**src/inc/bdws_pkg.sv**
```systemverilog
// Overview of operation
// Four-beat sequential page-mode write burst supported
// First column strobe latches address and data
// Lane strobes follow current beat byte enables
// Processor byte enables timed like address
// Abort internal burst after first beat
// Two stall cycles before later beats
// Second strobe writes second beat, lane-selected
// Beat countdown ignored during write bursts
// Third strobe carries fresh column address
// Fourth strobe carries final beat, own address
// Whole burst takes 281.25 ns; the sequencer here takes 15 cycles of 40 ns, 600 ns
// Row strobe negates, precharge starts
// Toggle write-enable to terminate burst
// Return idle, accept next request
package bdws_pkg;
    localparam int          BDWS_DATA_W      = 32;
    localparam int          BDWS_ADDR_W      = 10;
    localparam int          BDWS_LANES       = 4;
    localparam int          BDWS_BEATS       = 4;
    localparam int          BDWS_FIFO_DEPTH  = 32;
    localparam int          BDWS_STALLS      = 2;
    localparam int          BDWS_CLK_PS      = 40000;
    localparam int          BDWS_BURST_PS    = 281250;
    // Burst budget in whole cycles, rounded down as a longest time
    localparam int          BDWS_BURST_CYC   = BDWS_BURST_PS / BDWS_CLK_PS;
    localparam int          BDWS_PRECHG_CYC  = 1;
    localparam logic [1:0]  BDWS_BCNT_RST    = 2'h3;
    localparam logic [31:0] BDWS_EXAMPLE_ADR = 32'h00000008;

    typedef enum logic [2:0] {
        BDWS_IDLE,
        BDWS_ROW,
        BDWS_CAS,
        BDWS_CAS_OFF,
        BDWS_STALL,
        BDWS_PRECHG
    } bdws_state_e;
endpackage

```
**src/rtl/bdws_fifo.sv**
```systemverilog
`timescale 1ns/1ps
module bdws_fifo #(
    parameter int W     = 36,
    parameter int DEPTH = 32
) (
    input  wire logic         clk,
    input  wire logic         rstn,
    input  wire logic         in_valid,
    output logic              in_ready,
    input  wire logic [W-1:0] in_data,
    output logic              out_valid,
    input  wire logic         out_ready,
    output logic [W-1:0]      out_data
);
    localparam int AW = $clog2(DEPTH);

    typedef struct packed {
        logic [AW-1:0] wp;
        logic [AW-1:0] rp;
        logic [AW:0]   cnt;
        logic          ov;
        logic [W-1:0]  od;
    } bdws_fifo_s;

    bdws_fifo_s   st_q;
    bdws_fifo_s   st_d;
    logic [W-1:0] mem [DEPTH];
    logic         push;
    logic         pop;
    logic         load;

    assign in_ready  = (st_q.cnt != (AW+1)'(DEPTH));
    assign out_valid = st_q.ov;
    assign out_data  = st_q.od;
    assign push      = in_valid && in_ready;
    assign pop       = out_valid && out_ready;
    // Output register refills whenever it is empty or being drained and the array holds an entry
    assign load      = (st_q.cnt != '0) && (!st_q.ov || pop);

    // Storage array carries no reset, keeps it in plain memory
    always_ff @(posedge clk)
    begin
        if (push)
            mem[st_q.wp] <= in_data;
    end

    // Pointer, fill count and output register update
    always_comb
    begin
        st_d = st_q;
        if (push)
            st_d.wp = st_q.wp + 1'b1;
        if (load)
        begin
            st_d.rp = st_q.rp + 1'b1;
            st_d.od = mem[st_q.rp];
            st_d.ov = 1'b1;
        end
        else if (pop)
            st_d.ov = 1'b0;
        st_d.cnt = st_q.cnt + (AW+1)'(push) - (AW+1)'(load);
    end

    always_ff @(posedge clk or negedge rstn)
    begin
        if (!rstn)
            st_q <= '0;
        else
            st_q <= st_d;
    end
endmodule

```
**src/rtl/bdws_seq.sv**
```systemverilog
`timescale 1ns/1ps
module bdws_seq #(
    parameter int DATA_W = bdws_pkg::BDWS_DATA_W,
    parameter int ADDR_W = bdws_pkg::BDWS_ADDR_W,
    parameter int DEPTH  = bdws_pkg::BDWS_FIFO_DEPTH
) (
    input  wire logic                            clk,
    input  wire logic                            rstn,
    // Processor side: one beat per handshake, burst opened by the first queued wr_valid beat
    input  wire logic                            wr_valid,
    output logic                                 wr_ready,
    input  wire logic [ADDR_W-1:0]               wr_row,
    input  wire logic [ADDR_W-1:0]               wr_col,
    input  wire logic [bdws_pkg::BDWS_LANES-1:0] wr_be,
    input  wire logic [DATA_W-1:0]               wr_data,
    input  wire logic                            wr_last,
    output logic                                 busy,
    output logic                                 burst_done,
    // Memory side
    output logic                                 ras_n,
    output logic [bdws_pkg::BDWS_LANES-1:0]      cas_n,
    output logic                                 dram_we_n,
    output logic [ADDR_W-1:0]                    dram_addr,
    output logic [DATA_W-1:0]                    dram_dq,
    output logic                                 dram_dq_oe,
    output logic [7:0]                           memory_sequencer_state,
    output logic [8:0]                           burst_cycles
);
    import bdws_pkg::*;

    localparam int FW = 2*ADDR_W + BDWS_LANES + DATA_W + 1;

    typedef struct packed {
        bdws_state_e             st;
        logic [1:0]              beat;
        logic [1:0]              stall;
        logic [1:0]              bcnt;
        logic                    ras_n;
        logic [BDWS_LANES-1:0]   cas_n;
        logic                    we_n;
        logic [ADDR_W-1:0]       addr;
        logic [DATA_W-1:0]       dq;
        logic                    oe;
        logic                    done;
        logic [8:0]              cyc;
        logic [8:0]              cyc_run;
    } bdws_seq_s;

    bdws_seq_s         st_q;
    bdws_seq_s         st_d;
    logic              f_valid;
    logic              f_ready;
    logic [FW-1:0]     f_data;
    logic [ADDR_W-1:0] f_row;
    logic [ADDR_W-1:0] f_col;
    logic [BDWS_LANES-1:0] f_be;
    logic [DATA_W-1:0] f_dq;
    logic              f_last;

    // Beats queue here so the processor can run ahead of the stalls
    bdws_fifo #(
        .W     (FW),
        .DEPTH (DEPTH)
    ) u_fifo (
        .clk       (clk),
        .rstn      (rstn),
        .in_valid  (wr_valid),
        .in_ready  (wr_ready),
        .in_data   ({wr_row, wr_col, wr_be, wr_data, wr_last}),
        .out_valid (f_valid),
        .out_ready (f_ready),
        .out_data  (f_data)
    );

    assign {f_row, f_col, f_be, f_dq, f_last} = f_data;

    // Lane strobes active low; an empty enable set still takes its beat slot but strobes no lane
    function automatic logic [BDWS_LANES-1:0] lane_cas(input logic [BDWS_LANES-1:0] be);
        lane_cas = ~be;
    endfunction

    // A beat is consumed on each column strobe
    assign f_ready = (st_q.st == BDWS_CAS) && f_valid;

    // Burst state walk: row open, strobe, abort, stalls, strobe, precharge
    always_comb
    begin
        st_d      = st_q;
        st_d.done = 1'b0;
        st_d.cyc_run = (st_q.st == BDWS_IDLE) ? 9'h000 : st_q.cyc_run + 9'h001;
        case (st_q.st)
            BDWS_IDLE:
            begin
                st_d.ras_n = 1'b1;
                st_d.cas_n = '1;
                st_d.we_n  = 1'b1;
                st_d.oe    = 1'b0;
                st_d.beat  = 2'h0;
                st_d.bcnt  = BDWS_BCNT_RST;
                if (f_valid)
                begin
                    st_d.st    = BDWS_ROW;
                    st_d.addr  = f_row;
                    st_d.ras_n = 1'b0;
                end
            end
            BDWS_ROW:
            begin
                st_d.st   = BDWS_CAS;
                st_d.addr = f_col;
                st_d.dq   = f_dq;
                st_d.oe   = 1'b1;
                st_d.we_n = 1'b0;
            end
            BDWS_CAS:
            begin
                // Address and data both latched on this strobe edge
                st_d.cas_n = lane_cas(f_be);
                st_d.bcnt  = st_q.bcnt - 2'h1;
                st_d.st    = BDWS_CAS_OFF;
            end
            BDWS_CAS_OFF:
            begin
                st_d.cas_n = '1;
                st_d.beat  = st_q.beat + 2'h1;
                // Abort after every beat: skipped lanes would desync the counter,
                // and each later beat needs its own fresh address latch
                st_d.we_n  = 1'b1;
                if (st_q.beat == 2'(BDWS_BEATS-1))
                begin
                    st_d.st    = BDWS_PRECHG;
                    st_d.ras_n = 1'b1;
                    st_d.we_n  = 1'b1;
                    st_d.oe    = 1'b0;
                end
                else
                begin
                    st_d.st    = BDWS_STALL;
                    st_d.stall = 2'h0;
                end
            end
            BDWS_STALL:
            begin
                st_d.stall = st_q.stall + 2'h1;
                if (st_q.stall == 2'(BDWS_STALLS-1) && f_valid)
                begin
                    // Fresh column address every later beat
                    st_d.st   = BDWS_CAS;
                    st_d.addr = f_col;
                    st_d.dq   = f_dq;
                    st_d.we_n = 1'b0;
                end
                else if (st_q.stall == 2'(BDWS_STALLS-1))
                    st_d.stall = st_q.stall;
            end
            BDWS_PRECHG:
            begin
                st_d.st   = BDWS_IDLE;
                st_d.done = 1'b1;
                st_d.cyc  = st_q.cyc_run;
            end
            default:
                st_d.st = BDWS_IDLE;
        endcase
    end

    always_ff @(posedge clk or negedge rstn)
    begin
        if (!rstn)
        begin
            st_q       <= '0;
            st_q.st    <= BDWS_IDLE;
            st_q.ras_n <= 1'b1;
            st_q.cas_n <= '1;
            st_q.we_n  <= 1'b1;
            st_q.bcnt  <= BDWS_BCNT_RST;
        end
        else
            st_q <= st_d;
    end

    assign ras_n                  = st_q.ras_n;
    assign cas_n                  = st_q.cas_n;
    assign dram_we_n              = st_q.we_n;
    assign dram_addr              = st_q.addr;
    assign dram_dq                = st_q.dq;
    assign dram_dq_oe             = st_q.oe;
    assign busy                   = (st_q.st != BDWS_IDLE);
    assign burst_done             = st_q.done;
    assign memory_sequencer_state = {5'h00, st_q.st};
    assign burst_cycles           = st_q.cyc;
endmodule

```
**config.mk**
```make
export PLATFORM = sky130hd
export DESIGN_NAME = bdws_seq
export DESIGN_NICKNAME = d
export VERILOG_FILES = /design/src/inc/bdws_pkg.sv /design/src/rtl/bdws_fifo.sv /design/src/rtl/bdws_seq.sv
export SDC_FILE = /design/constraint.sdc
export NUM_CORES = 2
export LEC_CHECK = 0
export BUFFER_PORTS_ARGS = -buffer_cell sky130_fd_sc_hd__clkbuf_2
export CAP_MARGIN = 5
export CORE_MARGIN = 4
export CORE_UTILIZATION = 35
export CTS_BUF_LIST = sky130_fd_sc_hd__clkbuf_4 sky130_fd_sc_hd__clkbuf_8
export DETAILED_ROUTE_END_ITERATION = 10
export GPL_ROUTABILITY_DRIVEN = 0
export SLEW_MARGIN = 20
export SYNTH_ARGS = -nofsm -noshare
export SYNTH_HDL_FRONTEND = slang
export SYNTH_SLANG_ARGS = --single-unit
```
**constraint.sdc**
```tcl
create_clock -name clk -period 5.9 [get_ports clk]
set_input_delay 1.18 -clock clk [delete_from_list [all_inputs] [get_ports clk]]
set_output_delay 1.18 -clock clk [all_outputs]
set_load 0.02 [all_outputs]
```
==> flow_summary.toml <==
[route]
ant_nets = 0
routed_via_density = 5.31
drt_iter0_drc = 3513
routedWlPerCell_um = 26.7
drc = 0
vias = 38100
drt_wl_total_um = 192000
dr.pass1.iters = 5

[synthesis]
synth.top_cell.area_share = 0.717
ys_warn_count = 0
synth_edf_count = 1792
syn_area_sq_um = 75100
synth-seq-cells = 1940
synthCells = 3847
synth-seq-area-share = 0.766
synth.largest_area_cell = "edfxtp_1"
ys.flop_type = "edfxtp_1"
synth_area_leaders = "edfxtp_1 (72%), mux4_2 (6.7%), mux2i_1 (6.1%), dfrtp_1 (4.7%), o22ai_1 (1.4%)"
ys_types = 61
syn_area_per_cell_sq_um = 19.5
async_flop_share = 0.0763

[clocking]
hold_buffers = 0
cts_setup_buffers = 0
clk_latency_ps = 1000
numClockSinks = 1940
cts_resized = 0
root_buffer = "clkbuf_8"
cts-buffers-inserted = 327
clock_path_buffers = 4
cts_tree = "done"
cts.htree.levels = 5
clk_pin_slew_worst_paths_ps = 60

[power_and_ir_drop]
irDropWorstVdd_mv = 0.413
seq_power_share = 0.437
powerDensity_nw_per_um2 = 461
p_leak_uw = 0.0286
intPower_uw = 26900
comb_power_share = 0.266
power_switching_uw = 12300
switching_share = 0.314
p_clk_frac = 0.297

[worst_setup_path]
r2r_start = "u_fifo.st_q[60]$_DFF_PN0_"
cp-start-kind = "flip-flop"
r2r_cells = 7
critPathMaxFanout = 33
crit_required_ps = 6480
cp.arrival_ps = 4260
reg2reg_to = "u_fifo.mem[25][55]$_DFFE_PP_"
r2r_slack_ps = 2210
cp-startpoint = "u_fifo.st_q[60]$_DFF_PN0_"
crit_type = "flip-flop to flip-flop"
endpoint = "u_fifo.mem[25][55]$_DFFE_PP_"
crit_path_end_kind = "flip-flop"

[global_routing]
antenna_found_initial = 14
gr-total-overflow = 0
grtUsageTotal = 0.170
grt_max_degree = 101
grt_pass1_wl_um = 276000
grt_pass1_vias = 38500

[timing]
maxSlewHeadroom = 0.221
tightest_slew_ps = 1170
setup_viol = 0
slew_viol_final = 0
tns_ps = 0
min_period_over_period = 0.625
fin_skew_ps = 82.8
rsz0062_at_grt = "no"
fmax_mhz = 271
period_minus_slack_ps = 3690
hold_violations = 0
hold_ws_ps = 120

[floorplan]
die_h_um = 471
ios = 129
initial_core_util = 0.353
core_area_sq_um = 213000
die_area_sq_um = 222000
die_x_um = 471
rows = 169

[flow_run]
maxCapViolCount = 0

[hold_path]
hold_class = "primary input to async pin"

[final_layout]
area_growth_pct = 13.4
drive_gt1_frac = 0.250
utilization = 0.400
final_nets = 4200
nFillCells = 19100

[place]
numPortBuffers = 122
hpwl_um = 100000

[run_status]
status = "completed"
kinds of logic (layout without fill, tap and decap cells):
logic type | after synthesis | after routing | synth area share
flip-flops | 1940 | 1940 | 0.766
buffers and inverters | 301 | 804 | 0.0255
XOR/XNOR | 19 | 19 | 0.00222
AND/OR/NAND/NOR | 355 | 355 | 0.0215
AO/OA/AOI/OAI | 488 | 488 | 0.0467
other | 1 | 11 | 0.0000499
adder cells (fa/ha/maj) | 18 | 18 | 0.00310
multiplexers | 725 | 725 | 0.135
worst min path at each step:
stage	to	slack, ps	cells past startpoint
2_1_floorplan	cas_n[0]$_DFFE_PN1P_	380	1
3_3_place_gp	cas_n[3]$_DFFE_PN1P_	400	1
3_5_place_dp	cas_n[0]$_DFFE_PN1P_	400	1
4_1_cts	burst_cycles[4]$_DFFE_PN0P_	50	1
5_1_grt	burst_cycles[4]$_DFFE_PN0P_	90	1
6_report	burst_cycles[4]$_DFFE_PN0P_	120	1
cells in the mapped netlist, drive strengths merged (3+ instances only):
cell type / number
a211oi: 56
a21oi: 79
a22o: 3
a311oi: 56
and2: 3
and3: 58
buf: 218
clkbuf: 65
dfrtp: 142
dfstp: 6
edfxtp: 1792
ha: 17
inv: 17
mux2: 46
mux2i: 455
mux4: 224
nand2: 72
nand3: 9
nand3b: 6
nand4: 6
nor2: 180
nor2b: 6
nor3: 3
o2111a: 55
o21ai: 64
o22ai: 166
or2: 3
xnor2: 12
xor2: 7
power by group through the flow:
stage | Clock (uW) | Combinational [uW] | Sequential [uW]
floorplan | 0 | 7860 | 17000
global placement | 0 | 10500 | 17400
detailed placement | 0 | 10600 | 17400
CTS | 12000 | 10600 | 17200
global route | 12600 | 11200 | 17300
finish | 11700 | 10500 | 17200
worst max-delay path: stages, from the launching register on:
cell and delay, ps:
dfrtp_1 360, inv_1 70, ha_1 200, nand4_1 80
and2_1 470, nand2_1 610, nor2_4 640, buf_4 720
layout make-up:
type                       count  area, sq um  area share
timing repair buffer         225         1740      0.0205
sequential                  1940        57500       0.676
clock buffer                 492         5900      0.0692
inverter                      18         67.6    0.000793
antenna                        6         15.0    0.000176
tap                         2821         3530      0.0414
multi-input combinational   1610        16000       0.187
clock inverter                69          407     0.00478
through the flow:
step / total power [uW] / std cells / worst slack (ps) / area (sq um)
finish: 39300 / 7181 / 2210 / 85200
global route: 41100 / 7179 / 2070 / 85200
CTS: 39800 / 7175 / 2210 / 85100
detailed placement: 28100 / 6614 / 1650 / 78800
global placement: 27900 / 6614 / 1660 / 78800
floorplan: 24800 / 3851 / 1230 / 75100
cells in the final DEF (no fill, tap or decap), drive strengths merged, types with 56 or more instances in the layout:
cell type  netlist  final
a311oi          56     56
edfxtp        1792   1792
a211oi          56     56
mux4           224    224
nand2           72     72
mux2i          455    455
a21oi           79     79
clkinv           1     62
o21ai           64     64
and3            58     58
nor2           180    180
dfrtp          142    142
buf            218    104
clkbuf          65    613
o22ai          166    166
flip-flops by register name, indices dropped and copies added, names as in the netlist:
signal and cells:
u_fifo.mem 1792, u_fifo.out_data 56, dram_dq 32, u_fifo.st_q 16, st_q 13, dram_addr 10
burst_cycles 9, cas_n 4, memory_sequencer_state 3, burst_done 1, dram_dq_oe 1, dram_we_n 1
ras_n 1, u_fifo.out_valid 1
metal layers:
layer	track usage	wire (um)	up-vias
met5	0	48	-
met4	0.0503	4980	8
met3	0.0334	13100	368
met2	0.269	90800	1449
met1	0.238	82800	20100
li1	-	-	16200
Note: power is estimated with default switching activity, not from simulation.
